`src/include/srw_pkg.sv`:
```
// Constants shared by the supervisor core: register map, field positions,
// reset values and timing counts.
// Assumes a 100 MHz system clock and word-aligned Avalon-MM byte addresses.
package srw_pkg;

    // ----------------------------------------------------------------
    // Clock and timebase
    // ----------------------------------------------------------------
    localparam int unsigned CLK_PERIOD_NS = 10;         // System clock period in ns.
    localparam int unsigned INT_TICK_NS   = 1000000;    // Internal tick is one millisecond.
    localparam int unsigned INT_TICK_CYC  = INT_TICK_NS / CLK_PERIOD_NS;

    // ----------------------------------------------------------------
    // Delays in ticks of the selected timebase
    // ----------------------------------------------------------------
    localparam int unsigned RST_DELAY_MS      = 50;     // Short reset delay in ms.
    localparam int unsigned RST_DELAY_LONG_MS = 200;    // Longer-delay variant in ms.
    localparam int unsigned WD_LONG_MS        = 1600;   // Internal long watchdog period in ms.
    localparam int unsigned WD_SHORT_MS       = 100;    // Internal short watchdog period in ms.
    localparam int unsigned EXT_WD_LONG_CYC   = 4096;   // External long period in timebase cycles.
    localparam int unsigned EXT_WD_SHORT_CYC  = 1024;   // External short period in timebase cycles.
    localparam int unsigned EXT_RST_CYC       = 128;    // External reset delay in cycles.
    localparam int unsigned EXT_RST_LONG_CYC  = 512;    // External long reset delay in cycles.
    localparam int unsigned CNT_W             = 13;     // Width of the delay counters.

    // ----------------------------------------------------------------
    // Register map
    // ----------------------------------------------------------------
    localparam logic [3:0]  CTRL_OFS    = 4'h0;         // Control register.
    localparam logic [3:0]  STATUS_OFS  = 4'h4;         // Status register.
    localparam logic [3:0]  WDCNT_OFS   = 4'h8;         // Watchdog count register.
    localparam int unsigned CTRL_LONG_RST_BIT = 0;      // Selects the long reset delay: 200 ms, or 512 external cycles.
    localparam int unsigned CTRL_EXT_SHORT_BIT = 1;     // Short period on external timebase.
    localparam logic [1:0]  CTRL_RESET  = 2'h0;         // Control value after reset.

    // Reset sequencer states, Gray coded along hold, delay, run.
    typedef enum logic [1:0]
    {
        SRW_HOLD  = 2'b00,
        SRW_DELAY = 2'b01,
        SRW_RUN   = 2'b11
    } srw_state_t;

endpackage

```
`src/verilog/srw_supervisor.sv`:
```
// Digital core of a microprocessor supervisor: delayed power-on reset,
// three-level watchdog, chip-select gating and supply status flags.
// Assumes comparator results arrive as asynchronous digital levels and
// software reaches two control bits over an Avalon-MM slave port.
//
// Our own choices: the address map and the Avalon-MM slave port.
`timescale 1ns/1ps

module srw_supervisor
#(
    parameter int unsigned TICK_CYC = srw_pkg::INT_TICK_CYC  // Clocks per internal ms tick.
)
(
    input  wire logic        clk,
    input  wire logic        resetn,
    input  wire logic [3:0]  avs_address,
    input  wire logic        avs_read,
    input  wire logic        avs_write,
    input  wire logic [31:0] avs_writedata,
    input  wire logic [3:0]  avs_byteenable,
    output logic      [31:0] avs_readdata,
    output logic             avs_waitrequest,
    input  wire logic        supply_low_in,
    input  wire logic        supply_below_batt_in,
    input  wire logic        power_fail_sense_in,
    input  wire logic        watchdog_kick_high_in,
    input  wire logic        watchdog_kick_low_in,
    input  wire logic        watchdog_kick_mid_in,
    input  wire logic        chip_select_n_in,
    input  wire logic        timebase_select,
    input  wire logic        timebase_in,
    output logic             reset_n_out,
    output logic             reset_out,
    output logic             watchdog_fault_out,
    output logic             power_fail_warn_out,
    output logic             chip_select_n_out,
    output logic             backup_active_out,
    output logic             low_line_n_out
);

    // ----------------------------------------------------------------
    // Input synchronisers
    // ----------------------------------------------------------------

    // Two flip-flops per pin; only the second stage is read by logic.
    localparam int unsigned NSYNC = 9;
    logic [NSYNC-1:0] pin_meta_reg;   // First stage, read only by the second.
    logic [NSYNC-1:0] pin_sync_reg;   // Second stage, safe to use.
    wire  [NSYNC-1:0] pin_raw;        // Raw pin levels.

    assign pin_raw = {timebase_in, timebase_select, chip_select_n_in,
                      watchdog_kick_mid_in, watchdog_kick_low_in,
                      watchdog_kick_high_in, power_fail_sense_in,
                      supply_below_batt_in, supply_low_in};

    // Synchroniser pipeline; select resets high as if floating.
    always_ff @(posedge clk or negedge resetn)
    begin
        if (!resetn)
        begin
            pin_meta_reg <= 9'h0c1;
            pin_sync_reg <= 9'h0c1;
        end
        else
        begin
            pin_meta_reg <= pin_raw;
            pin_sync_reg <= pin_meta_reg;
        end
    end

    wire low_s   = pin_sync_reg[0];   // Supply below reset threshold.
    wire batt_s  = pin_sync_reg[1];   // Supply below battery voltage.
    wire pf_s    = pin_sync_reg[2];   // Sense input below reference.
    wire khigh_s = pin_sync_reg[3];   // Kick input decoded high.
    wire klow_s  = pin_sync_reg[4];   // Kick input decoded low.
    wire kmid_s  = pin_sync_reg[5];   // Kick input at middle level.
    wire cs_s    = pin_sync_reg[6];   // Chip select in, active low.
    wire sel_s   = pin_sync_reg[7];   // High selects internal oscillator.
    wire tb_s    = pin_sync_reg[8];   // Timebase pin level.

    // ----------------------------------------------------------------
    // Register bus slave
    // ----------------------------------------------------------------

    logic [1:0]  ctrl_reg;            // Software control bits.
    logic        ack_reg;             // High in the cycle the answer stands.
    logic [31:0] rdata_reg;           // Captured read data.
    logic [srw_pkg::CNT_W-1:0] wd_cnt_reg;   // Watchdog count, read back.
    srw_pkg::srw_state_t       state_reg;    // Reset sequencer state.
    logic        fault_reg;           // Fault output, active low.
    logic        rst_n_reg;           // Reset output, active low.
    logic        pfw_reg;             // Power-fail warning output.
    logic        cs_out_reg;          // Gated chip select output.
    logic        batt_reg;            // Backup active output.
    logic        lowline_reg;         // Supply-low output, active low.

    wire req      = avs_read | avs_write;   // A request is pending.
    wire take     = req & ~ack_reg;         // First cycle of a request.
    wire hit_ctrl = (avs_address == srw_pkg::CTRL_OFS);
    wire hit_stat = (avs_address == srw_pkg::STATUS_OFS);
    wire hit_wd   = (avs_address == srw_pkg::WDCNT_OFS);
    wire ctrl_we  = avs_write & ack_reg & hit_ctrl & avs_byteenable[0];

    // Status word shows the block's own output levels.
    wire [31:0] status_word = {24'h0, state_reg, fault_reg, lowline_reg,
                               batt_reg, cs_out_reg, pfw_reg, rst_n_reg};

    // Read selection; unmapped addresses read as zero.
    wire [31:0] rdata_next = hit_ctrl ? {30'h0, ctrl_reg} :
                             hit_stat ? status_word :
                             hit_wd   ? {{(32-srw_pkg::CNT_W){1'b0}}, wd_cnt_reg} :
                                        32'h0;

    // Wait one cycle, then answer; the write lands at the answering edge.
    assign avs_waitrequest = req & ~ack_reg;
    assign avs_readdata    = rdata_reg;

    // Bus handshake and read capture.
    always_ff @(posedge clk or negedge resetn)
    begin
        if (!resetn)
        begin
            ack_reg   <= 1'b0;
            rdata_reg <= 32'h0;
        end
        else
        begin
            ack_reg <= take;
            if (take && avs_read)
            begin
                rdata_reg <= rdata_next;
            end
        end
    end

    // Control register write.
    always_ff @(posedge clk or negedge resetn)
    begin
        if (!resetn)
        begin
            ctrl_reg <= srw_pkg::CTRL_RESET;
        end
        else if (ctrl_we)
        begin
            ctrl_reg <= avs_writedata[1:0];
        end
    end

    // ----------------------------------------------------------------
    // Timebase
    // ----------------------------------------------------------------

    logic [31:0] pre_reg;             // Internal oscillator prescaler.
    logic        tb_last_reg;         // Previous timebase pin level.

    wire pre_tick = (pre_reg == TICK_CYC - 1);
    wire ext_tick = tb_s & ~tb_last_reg;     // Rising edge of external clock.
    wire tick     = sel_s ? pre_tick : ext_tick;

    // Prescaler and external edge detector.
    always_ff @(posedge clk or negedge resetn)
    begin
        if (!resetn)
        begin
            pre_reg     <= 32'h0;
            tb_last_reg <= 1'b0;
        end
        else
        begin
            pre_reg     <= pre_tick ? 32'h0 : pre_reg + 32'h1;
            tb_last_reg <= tb_s;
        end
    end

    // Reset delay and watchdog period for the selected timebase.
    wire long_rst = ctrl_reg[srw_pkg::CTRL_LONG_RST_BIT];
    wire [srw_pkg::CNT_W-1:0] rst_len =
        sel_s ? (long_rst ? srw_pkg::CNT_W'(srw_pkg::RST_DELAY_LONG_MS)
                          : srw_pkg::CNT_W'(srw_pkg::RST_DELAY_MS))
              : (long_rst ? srw_pkg::CNT_W'(srw_pkg::EXT_RST_LONG_CYC)
                          : srw_pkg::CNT_W'(srw_pkg::EXT_RST_CYC));
    wire [srw_pkg::CNT_W-1:0] wd_len =
        sel_s ? (tb_s ? srw_pkg::CNT_W'(srw_pkg::WD_LONG_MS)
                      : srw_pkg::CNT_W'(srw_pkg::WD_SHORT_MS))
              : (ctrl_reg[srw_pkg::CTRL_EXT_SHORT_BIT]
                      ? srw_pkg::CNT_W'(srw_pkg::EXT_WD_SHORT_CYC)
                      : srw_pkg::CNT_W'(srw_pkg::EXT_WD_LONG_CYC));

    // ----------------------------------------------------------------
    // Watchdog
    // ----------------------------------------------------------------

    logic kick_level_reg;             // Last firm kick level seen.
    logic kick_valid_reg;             // A firm level has been seen.

    wire kick_firm  = (khigh_s ^ klow_s) & ~kmid_s;
    wire kick_edge  = kick_firm & kick_valid_reg & (khigh_s != kick_level_reg);
    wire wd_enable  = kick_firm & ~low_s;
    wire wd_expire  = wd_enable & ~kick_edge & tick & (wd_cnt_reg == wd_len - 1'b1);

    // Kick level memory for transition detection.
    always_ff @(posedge clk or negedge resetn)
    begin
        if (!resetn)
        begin
            kick_level_reg <= 1'b0;
            kick_valid_reg <= 1'b0;
        end
        else if (kick_firm)
        begin
            kick_level_reg <= khigh_s;
            kick_valid_reg <= 1'b1;
        end
        else if (kmid_s)
        begin
            kick_valid_reg <= 1'b0;
        end
    end

    // Count ticks; a transition or expiry starts a new period.
    always_ff @(posedge clk or negedge resetn)
    begin
        if (!resetn)
        begin
            wd_cnt_reg <= '0;
        end
        else if (!wd_enable || kick_edge || wd_expire)
        begin
            wd_cnt_reg <= '0;
        end
        else if (tick)
        begin
            wd_cnt_reg <= wd_cnt_reg + 1'b1;
        end
    end

    // Fault output: low on expiry, high on transition, middle or supply low.
    always_ff @(posedge clk or negedge resetn)
    begin
        if (!resetn)
        begin
            fault_reg <= 1'b1;
        end
        else if (low_s || kmid_s || kick_edge)
        begin
            fault_reg <= 1'b1;
        end
        else if (wd_expire)
        begin
            fault_reg <= 1'b0;
        end
    end

    // ----------------------------------------------------------------
    // Reset sequencer
    // ----------------------------------------------------------------

    logic [srw_pkg::CNT_W-1:0] rst_cnt_reg;   // Ticks spent in delay.
    wire supply_bad = low_s | batt_s;
    wire rst_done   = tick & (rst_cnt_reg == rst_len - 1'b1);

    // Hold while the supply is bad, then time the delay; expiry re-enters it.
    always_ff @(posedge clk or negedge resetn)
    begin
        if (!resetn)
        begin
            state_reg   <= srw_pkg::SRW_HOLD;
            rst_cnt_reg <= '0;
        end
        else
        begin
            case (state_reg)
                srw_pkg::SRW_HOLD:
                begin
                    rst_cnt_reg <= '0;
                    if (!supply_bad)
                    begin
                        state_reg <= srw_pkg::SRW_DELAY;
                    end
                end
                srw_pkg::SRW_DELAY:
                begin
                    if (supply_bad)
                    begin
                        state_reg <= srw_pkg::SRW_HOLD;
                    end
                    else if (rst_done)
                    begin
                        state_reg <= srw_pkg::SRW_RUN;
                    end
                    else if (tick)
                    begin
                        rst_cnt_reg <= rst_cnt_reg + 1'b1;
                    end
                end
                default:
                begin
                    rst_cnt_reg <= '0;
                    if (supply_bad)
                    begin
                        state_reg <= srw_pkg::SRW_HOLD;
                    end
                    else if (wd_expire)
                    begin
                        state_reg <= srw_pkg::SRW_DELAY;
                    end
                end
            endcase
        end
    end

    // ----------------------------------------------------------------
    // Output registers
    // ----------------------------------------------------------------

    wire rst_n_next = (state_reg == srw_pkg::SRW_RUN) & ~supply_bad & ~wd_expire;

    // All pin outputs are registered from synchronised levels.
    always_ff @(posedge clk or negedge resetn)
    begin
        if (!resetn)
        begin
            rst_n_reg   <= 1'b0;
            pfw_reg     <= 1'b0;
            cs_out_reg  <= 1'b1;
            batt_reg    <= 1'b0;
            lowline_reg <= 1'b0;
        end
        else
        begin
            rst_n_reg   <= rst_n_next;
            pfw_reg     <= ~(pf_s | batt_s);
            cs_out_reg  <= cs_s | low_s;
            batt_reg    <= batt_s;
            lowline_reg <= ~low_s;
        end
    end

    assign reset_n_out         = rst_n_reg;
    assign reset_out           = ~rst_n_reg;
    assign watchdog_fault_out  = fault_reg;
    assign power_fail_warn_out = pfw_reg;
    assign chip_select_n_out   = cs_out_reg;
    assign backup_active_out   = batt_reg;
    assign low_line_n_out      = lowline_reg;

    // ----------------------------------------------------------------
    // Assertions
    // ----------------------------------------------------------------

    a_reset_on_low: assert property (@(posedge clk) disable iff (!resetn)
        supply_bad |=> !reset_n_out)
        else $error("reset released while supply is bad");

    a_reset_held_delay: assert property (@(posedge clk) disable iff (!resetn)
        (state_reg == srw_pkg::SRW_HOLD && !supply_bad) |=> !reset_n_out [*2])
        else $error("reset released without delay");

    a_expiry_pulse: assert property (@(posedge clk) disable iff (!resetn)
        wd_expire |=> (!reset_n_out && state_reg == srw_pkg::SRW_DELAY))
        else $error("watchdog expiry gave no reset pulse");

    a_fault_on_expiry: assert property (@(posedge clk) disable iff (!resetn)
        (wd_expire && !low_s && !kmid_s) |=> !watchdog_fault_out)
        else $error("fault not driven low on expiry");

    a_mid_disables: assert property (@(posedge clk) disable iff (!resetn)
        kmid_s |=> (wd_cnt_reg == '0 && watchdog_fault_out))
        else $error("watchdog ran at middle kick level");

    a_edge_restarts: assert property (@(posedge clk) disable iff (!resetn)
        kick_edge |=> (wd_cnt_reg == '0 && watchdog_fault_out))
        else $error("kick transition did not restart watchdog");

    a_warn_forced: assert property (@(posedge clk) disable iff (!resetn)
        batt_s |=> (!power_fail_warn_out && backup_active_out))
        else $error("warning not forced low on battery");

    a_cs_gating: assert property (@(posedge clk) disable iff (!resetn)
        ##1 chip_select_n_out == ($past(cs_s) | $past(low_s)))
        else $error("chip select gating wrong");

    a_lowline_fast: assert property (@(posedge clk) disable iff (!resetn)
        (!low_s && $past(low_s)) |=> low_line_n_out)
        else $error("supply-low output delayed on recovery");

    a_reset_inverse: assert property (@(posedge clk) disable iff (!resetn)
        reset_out == !reset_n_out)
        else $error("active-high reset not inverse");

    a_fault_lowline: assert property (@(posedge clk) disable iff (!resetn)
        !low_line_n_out |-> watchdog_fault_out)
        else $error("fault low while supply low");

endmodule
```
`config.mk`:
```
export PLATFORM = sky130hd
export DESIGN_NAME = srw_supervisor
export DESIGN_NICKNAME = d
export VERILOG_FILES = /design/src/include/srw_pkg.sv /design/src/verilog/srw_supervisor.sv
export SDC_FILE = /design/constraint.sdc
export NUM_CORES = 1
export LEC_CHECK = 0
export BUFFER_PORTS_ARGS = -buffer_cell sky130_fd_sc_hd__buf_2
export CAP_MARGIN = 20
export CORE_MARGIN = 4
export CORE_UTILIZATION = 50
export DETAILED_ROUTE_END_ITERATION = 10
export PLACE_DENSITY = 0.85
export SETUP_SLACK_MARGIN = 0.02
export SLEW_MARGIN = 15
export SYNTH_ARGS = -nofsm -noshare
export SYNTH_HDL_FRONTEND = slang
export SYNTH_SLANG_ARGS = --single-unit
export TNS_END_PERCENT = 10
```
`constraint.sdc`:
```
create_clock -name clk -period 2.1 [get_ports clk]
set_input_delay 0.42 -clock clk [delete_from_list [all_inputs] [get_ports clk]]
set_output_delay 0.42 -clock clk [all_outputs]
set_load 0.05 [all_outputs]
```
==> metrics.md, run 1 <==
| Metric | Value |
|---|---|
| Status | complete, but fails checks |
| Violated checks | negative setup slack |
| Largest net degree at the start of global routing | 47 |
| Placement row count | 35 |
| Final wirelength | 10.7 mm |
| Seq/Total Area, Yosys | 52.8% |
| Top cell type's share of synthesized area | 48.5% |
| Maximum VDD drop | 0.397 mV |
| CTS tree | yes |
| CTS Root Cell | clkbuf_8 |
| Vias in the first global route | 3839 |
| Largest register FFs | 32 |
| Yosys warns | 0 |
| Hold WC Path Type | in2reg |
| Die area | 11500 µm² |
| Seq cells post-synth | 103 |
| Min Tclk post-route | 2250 ps |
| Total power | 3600 µW |
| Placer Congestion | 0.899 |
| CTS Buf Count | 9 |
| DRC errors left | 0 |
| Vias | 3857 |
| Global-route wire length before repair | 18.5 mm |
| Leak Pwr | 0.00267 µW |
| DRT iter0 DRCs | 222 |
| Slew of the pin with the lowest slew margin | 576 ps |
| Post-synth EDFFs | 0 |
| Synthesized instance count | 471 |
| Crit Path Max Fanout | 5 |
| Setup crit end kind | register |
| Clk buf depth | 2 |
| Worst path required time | 2390 ps |
| RSZ-0062 raised after global routing | yes |
| Top cells by area, synth | dfrtp_1, dfstp_2, xor2_1 |
| Share of layout cells above drive strength 1 | 26.3% |
| DRT Pass-1 Iters | 5 |
| Pins Over Slew Limit | 0 |
| Clk Latency, worst-skew pair | 370 ps |
| Post-DP HPWL | 7.77 mm |
| Fin nets | 621 |
| Fin crit share | 107% |
| Top cell type by total area after synthesis | dfrtp_1 |
| IO Pins | 93 |
| Most frequent cells in the layout | dfrtp_1, buf_4, nand2_1 |
| Startpoint Class | register |
| Highest clock rate | 445 MHz |
| Commonest non-fill, non-tap cell in the layout | dfrtp_1 |
| Core box area | 9370 µm² |
| Port Buffers | 40 |
| Via/cell ratio | 5.52 |
| Endpoints failing setup | 22 |
| Post-DRT Antenna Nets | 0 |
| Diode count | 0 |
| Maxcap violations | 0 |
| Clk sinks | 103 |
| Die Wd | 107 µm |
| Area Growth Syn to Fin | 19.8% |
| Total GRT Usage | 20.1% |
| Initial antenna violation count | 0 |
| WS Path Type | reg2reg |
| Syn Std Cell Area | 4900 µm² |
| Mean Syn Cell Area | 10.4 µm² |
| Hold Slack | 136 ps |
| # H-tree levels | 3 |
| Post-synth ARST share | 100% |
| Initial Util | 52.3% |
| Worst EP arrival | 2540 ps |
| Clk_skew | 9.14 ps |
| Die span in y | 107 µm |
| Rel. slew slack | 61.5% |
| Final setup margin | -147 ps |
| GRT Residual Overflow | 0 |
| Wirelength per Cell | 15.4 µm |
| Worst-path clk slew | 100 ps |
| Count of different cell masters after synthesis | 59 |
| Pwr dens | 614 nW/µm² |
| Dominant synthesized flop cell | dfrtp_1 |
| Final Hold Viols | 0 |
==> synthesized netlist by cell type (all sizes together) (3+ instances only) <==
cell	n
a21oi	17
a22o	5
a22oi	6
a31oi	3
and2	3
and3	13
and4	5
buf	25
clkbuf	9
dfrtp	95
dfstp	8
ha	3
inv	9
mux2i	7
nand2	42
nand2b	6
nand3	21
nand4	11
nor2	41
nor2b	5
nor3	10
nor4	8
nor4b	3
o2111ai	3
o211ai	5
o21ai	17
o31ai	8
or2	6
or3	5
or4	7
xnor2	20
xor2	22
==> cell families after synthesis <==
family | share of synthesized area (%)
flip-flops | 52.8
AND/OR/NAND/NOR | 20.9
adder cells (fa/ha/maj) | 0.766
other | 0.0765
AO/OA/AOI/OAI | 11.1
multiplexers | 1.89
XOR/XNOR | 7.51
buffers and inverters | 4.98
==> critical path, cell delays in order, from the launching register on <==
cell and delay [ps]:
dfrtp_1 420, nor4b_2 300, nand4_1 220, nor4_4 340, buf_6 170, nor2_2 90
or4_1 530, a21oi_1 130
==> area by class of cell <==
class                   instances  area [µm²]
well taps                     129         161
repair buffers                 97         673
flip-flops and latches        103        2590
clock buffers                  10         138
inverters                       9        33.8
fillers                       742        3500
clock inverters                 6        52.6
multi-input cells             345        2220
==> metrics by stage <==
stage / util, % / area (µm²) / worst slack [ps] / instances / TNS, ps
final: 62.6 / 5870 / -147 / 699 / -1460
after global routing: 62.6 / 5870 / -300 / 699 / -5530
after CTS: 62.1 / 5820 / -107 / 699 / -972
after detailed placement: 59.2 / 5550 / -173 / 677 / -1360
after global placement: 59.2 / 5550 / -50.8 / 677 / -360
after floorplan: - / 4970 / -17.5 / 489 / -126
==> per-layer routing <==
metal	wire, µm	up-vias	GRT usage (%)
li1	-	1827	-
met1	4560	1882	25.6
met2	5370	126	34.3
met3	564	22	4.15
met4	243	0	6.85
met5	0	-	0
==> where the power goes <==
group	switching (µW)	internal [µW]
Sequential	32.2	2030
Clock	717	485
Combinational	252	89.0
Total	1000	2600
==> final timing paths <==
path	from	to	slack (ps)	depth (start not counted)
min in group asynchronous	resetn	wd_cnt_reg[0]	540	2
worst max-delay path	pre_reg[27]	rst_cnt_reg[8]	-150	7
worst min register to register	pin_meta_reg[4]	pin_sync_reg[4]	360	0
worst max register to register	pre_reg[27]	rst_cnt_reg[8]	-150	7
max in group asynchronous	resetn	rst_cnt_reg[0]	920	3
worst min-delay path	supply_low_in	pin_meta_reg[0]	140	1
==> repair_timing <==
item	4_1_cts	5_1_grt
hold endpoints to repair	28	0
setup endpoints to repair	25	30
pin swaps	1	24
hold buffers	1	0
setup buffers	3	0
cloned	2	0
gates resized for setup	7	15
Power figures use the tool's default switching activity.
==> run 2: changes to the inputs <==
Settings changed: SKIP_CTS_REPAIR_TIMING from default to 1.
==> metrics.md, run 2 (synthesis gave the netlist of run 1 again) <==
| Metric | Value |
|---|---|
| Multi-input logic area | 2200 µm² |
| M1 WL | 4.50 mm |
| Crit path to | rst_cnt_reg[6] |
| DRC errors left | 0 |
| Die area | 11500 µm² |
| Clk buf depth | 2 |
| DRT Pass-1 Iters | 5 |
| Status | complete, but fails checks |
| GRT Residual Overflow | 0 |
| CTS Buf Count | 9 |
| Commonest non-fill, non-tap cell in the layout | dfrtp_1 |
| Diode count | 0 |
| Pins Over Slew Limit | 0 |
| Wirelength per Cell | 15.3 µm |
| Setup crit end kind | register |
| Fin crit share | 109% |
| Die span in y | 107 µm |
| Clk Latency, worst-skew pair | 370 ps |
| CTS Root Cell | clkbuf_8 |
| Violated checks | negative setup slack |
| Highest clock rate | 438 MHz |
| Endpoints failing setup | 23 |
| Final core occ | 62.4% |
| RSZ-0062 raised after global routing | yes |
| Critical Path Start | pre_reg[27] |
| Share of layout cells above drive strength 1 | 25.9% |
| Pwr dens | 615 nW/µm² |
| Core box area | 9370 µm² |
| Met2 wire length | 5.41 mm |
| Clk sinks | 103 |
| DRT iter0 DRCs | 207 |
| Worst-path clk slew | 100 ps |
| # H-tree levels | 3 |
| Top routing layer in use | met4 |
| Largest net degree at the start of global routing | 47 |
| Crit Path Max Fanout | 5 |
| Depth of the most critical reg-to-reg path | 7 |
| Initial Util | 52.3% |
| Final wirelength | 10.7 mm |
| Slew of the pin with the lowest slew margin | 519 ps |
| Fin nets | 622 |
| Worst r2r src | pre_reg[27] |
| Vias in the first global route | 3771 |
| Min Tclk post-route | 2280 ps |
| Post-DP HPWL | 7.77 mm |
| R2R Setup Slk | -180 ps |
| Cell Area, Placed | 5550 µm² |
| Total GRT Usage | 19.6% |
| Hold WC Path Type | in2reg |
| Placer Congestion | 0.899 |
| Leak Pwr | 0.00268 µW |
| Placement Setup Slack | -173 ps |
| Placement row count | 35 |
| Vias | 3835 |
| DP Cell Count | 677 |
| Final setup margin | -185 ps |
| Startpoint Class | register |
| Reg area | 2590 µm² |
| WL met3 | 567 µm |
| IO Pins | 93 |
| Via/cell ratio | 5.48 |
| Worst path required time | 2380 ps |
| Global-route wire length before repair | 18.1 mm |
| Initial antenna violation count | 0 |
| CTS tree | yes |
| Post-DRT Antenna Nets | 0 |
| Worst EP arrival | 2570 ps |
| Rel. slew slack | 65.4% |
| Die Wd | 107 µm |
| Clk_skew | 8.48 ps |
| Largest register FFs | 32 |
| Port Buffers | 40 |
| Post-route cell area | 5850 µm² |
| Non-Filler Instances | 700 |
| Maximum VDD drop | 0.398 mV |
| WS Path Type | reg2reg |
| Most frequent cells in the layout | dfrtp_1, buf_4, nand2_1 |
| Final Hold Viols | 0 |
| Number of fill cells | 743 |
| Maxcap violations | 0 |
| Area Growth Syn to Fin | 19.3% |
| Worst flop-to-flop path endpoint | rst_cnt_reg[6] |
run 2: cell type report:
class,instances,share of cell area (%)
Timing Repair Buffer,98,11.6
Tap cell,129,2.76
Clock inverter,6,0.899
Multi-Input combinational cell,345,37.6
Sequential cell,103,44.3
Inverter,9,0.578
Clock buffer,10,2.35
run 2: how the worst min path moves through the flow:
stage                     depth (start not counted)  slack (ps)             from               to
after detailed placement                          0         340  pin_meta_reg[4]  pin_sync_reg[4]
after CTS                                         1         -20           resetn      pre_reg[19]
final                                             1         140    supply_low_in  pin_meta_reg[0]
after floorplan                                   0         120           resetn          ack_reg
after global routing                              1         110    supply_low_in  pin_meta_reg[0]
after global placement                            0         340  pin_meta_reg[4]  pin_sync_reg[4]
run 2: stage by stage:
step,hold WS (ps),TNS [ps],total power [µW]
after floorplan,124,-126,2330
after global placement,336,-360,2410
after detailed placement,336,-1360,2430
after CTS,-15.7,-1930,3610
after global routing,111,-5670,3750
final,136,-1650,3600
run 2: critical path, stage by stage (launching register included):
cell and delay [ps]:
dfrtp_1 420, nor4b_2 300, nand4_1 220, nor4_4 340, buf_4 200, nor2_2 80
or4_1 530, a21oi_1 130
run 2: report_power, final:
part	switching, µW	total (µW)	internal [µW]	leakage, µW
sequential	32.4	2060	2030	0.00135
clock	713	1200	485	0.0000967
combinational	250	338	87.7	0.00123
total	996	3600	2600	0.00268
run 2: per-layer routing:
layer	track usage, %	up-vias
li1	-	1829
met1	24.9	1857
met2	33.8	131
met3	4.21	18
met4	5.66	0
met5	0	-
==> run 3: changes to the inputs <==
Settings changed: ABC_AREA from default to 1, CORE_UTILIZATION 50 to 52, PLACE_DENSITY 0.85 to 0.86.
==> metrics.md, run 3 <==
| Metric | Value |
|---|---|
| Top cell type's share of synthesized area | 40.9% |
| Pwr dens | 576 nW/µm² |
| Final wirelength | 12.1 mm |
| Die area | 12900 µm² |
| Final Hold Viols | 0 |
| Clk Latency, worst-skew pair | 390 ps |
| Clk buf depth | 2 |
| Slew of the pin with the lowest slew margin | 512 ps |
| Synthesized instance count | 741 |
| Vias in the first global route | 4370 |
| # H-tree levels | 3 |
| Clock network power share | 32.1% |
| Top cells by area, synth | dfrtp_1, nand2_1, inv_1 |
| IO Pins | 93 |
| Startpoint Class | register |
| Seq cells post-synth | 103 |
| Global-route wire length before repair | 20.4 mm |
| Cell Area, Placed | 6080 µm² |
| Mean Syn Cell Area | 7.84 µm² |
| Die Wd | 114 µm |
| Diode count | 0 |
| Multi-input logic area | 2580 µm² |
| DRT Pass-1 Iters | 4 |
| Status | finished clean |
| Crit Path Max Fanout | 11 |
| Synth Area in Compound Gates | 4.16% |
| Maximum VDD drop | 0.460 mV |
| CTS Buf Count | 9 |
| Most common cell in the netlist | nand2_1 |
| Largest register FFs | 32 |
| Worst path required time | 2380 ps |
| Wirelength per Cell | 13.1 µm |
| Placement row count | 38 |
| Syn Std Cell Area | 5810 µm² |
| Depth of the most critical reg-to-reg path | 9 |
| Comb power frac | 10.6% |
| Yosys warns | 0 |
| Clk sinks | 103 |
| Worst EP arrival | 2180 ps |
| Synth Area in Adders | 0.646% |
| Post-synth EDFFs | 0 |
| Die span in y | 114 µm |
| DRT iter0 DRCs | 285 |
| Number of fill cells | 988 |
| CTS Root Cell | clkbuf_8 |
| Count of different cell masters after synthesis | 39 |
| Synth Area in Simple Gates | 31.3% |
| Total GRT Usage | 19.5% |
| Rel. slew slack | 65.6% |
| Switching part of the total power | 28.5% |
| Initial antenna violation count | 0 |
| Core box area | 10900 µm² |
| Hold WC Path Type | in2reg |
| Setup TNS | 0 ps |
| Largest net degree at the start of global routing | 45 |
| Reg area | 2590 µm² |
| Top cell type by total area after synthesis | dfrtp_1 |
| Largest family of logic cells by synthesized area | simple AND/OR/NAND/NOR gates |
| Setup crit end kind | register |
| Placer Congestion | 0.926 |
| Worst-path clk slew | 110 ps |
| Via/cell ratio | 5.22 |
| Fin crit share | 90.2% |
| Multiplexer area fraction after synthesis | 0.194% |
| Port Buffers | 40 |
| RSZ-0062 raised after global routing | no |
| Dominant synthesized flop cell | dfrtp_1 |
| Clk_skew | 15.8 ps |
| Post-route cell area | 6290 µm² |
| WS Path Type | reg2reg |
| Share of layout cells above drive strength 1 | 14.1% |
| Min Tclk post-route | 1900 ps |
| Xor/xnor share of the synthesized area | 6.79% |
| Initial Util | 53.3% |
| Int Power | 2590 µW |
| Pins Over Slew Limit | 0 |
| Post-DRT Antenna Nets | 0 |
| Synth cell count leaders | nand2_1, inv_1, dfrtp_1, nor2_1, nand3_1 |
| Hold path cells | 1 |
| CTS tree | yes |
| Vias | 4848 |
| Highest clock rate | 528 MHz |
| Post-DP HPWL | 9.01 mm |
| Sequential power share | 57.3% |
| Most frequent cells in the layout | nand2_1, inv_1, dfrtp_1 |
| Seq/Total Area, Yosys | 44.5% |
| Endpoints failing setup | 0 |
| Fin nets | 839 |
| Leak Pwr | 0.00321 µW |
| Maxcap violations | 0 |
| Post-synth ARST share | 100% |
| Commonest non-fill, non-tap cell in the layout | nand2_1 |
| DRC errors left | 0 |
| Area Growth Syn to Fin | 8.23% |
| GRT Residual Overflow | 0 |
| Switching power | 1030 µW |
## run 3: final cells by class
| cell class | instances | area share (%) |
|---|---|---|
| Timing Repair Buffer | 49 | 4.74 |
| Clock buffer | 10 | 2.19 |
| Inverter | 122 | 7.29 |
| Tap cell | 140 | 2.79 |
| Multi-Input combinational cell | 498 | 41.1 |
| Sequential cell | 103 | 41.2 |
| Clock inverter | 6 | 0.736 |
## run 3: cell families after synthesis
logic type,Yosys count
and+or+nand+nor,385
buffers and inverters,158
DFF,103
AOI/OAI and AO/OA,45
xor gates and xnor gates,45
adders and majority gates,3
other,1
muxes,1
## run 3: power by group through the flow
stage / sequential, µW / clock, µW / combinational [µW]
after floorplan: 2130 / 0 / 268
after global placement: 2110 / 0 / 374
after detailed placement: 2110 / 0 / 380
after CTS: 2070 / 1180 / 382
after global routing: 2080 / 1280 / 421
final: 2070 / 1160 / 384
## run 3: stage by stage
| step | worst slack (ps) | hold slack [ps] | cells | utilization, % | power [µW] |
|---|---|---|---|---|---|
| CTS | 221 | -21.1 | 927 | 57.6 | 3640 |
| detailed placement | 236 | 336 | 911 | 55.9 | 2490 |
| global route | 19.8 | 112 | 928 | 57.7 | 3780 |
| floorplan | 73.0 | 124 | 759 | - | 2400 |
| global placement | 287 | 333 | 911 | 55.9 | 2480 |
| finish | 205 | 128 | 928 | 57.7 | 3620 |
## run 3: worst paths after layout
check,startpoint,slack [ps],end
max,pin_sync_reg[7],200,wd_cnt_reg[1]
min,supply_low_in,130,pin_meta_reg[0]
max reg2reg,pin_sync_reg[7],200,wd_cnt_reg[1]
min reg2reg,pin_meta_reg[4],350,pin_sync_reg[4]
max in group asynchronous,resetn,970,chip_select_n_out
min in group asynchronous,resetn,510,rst_cnt_reg[6]
## run 3: worst max-delay path, stage by stage, from the launching register on
cell	delay, ps
dfstp_2	550
inv_2	90
nor2_1	210
nand3_1	100
nand2_1	100
nand4_1	80
nor2_1	90
nand2_1	260
nand3_1	230
o21ai_1	80
## run 3: routing by layer
metal	wire length [µm]	up-vias	global-route usage [%]	part of all wire (%)
met3	843	18	4.24	7.0
met4	189	0	6.17	1.6
met2	5700	171	30.7	47
li1	-	2415	-	-
met1	5380	2244	27.2	44
met5	0	-	0	0
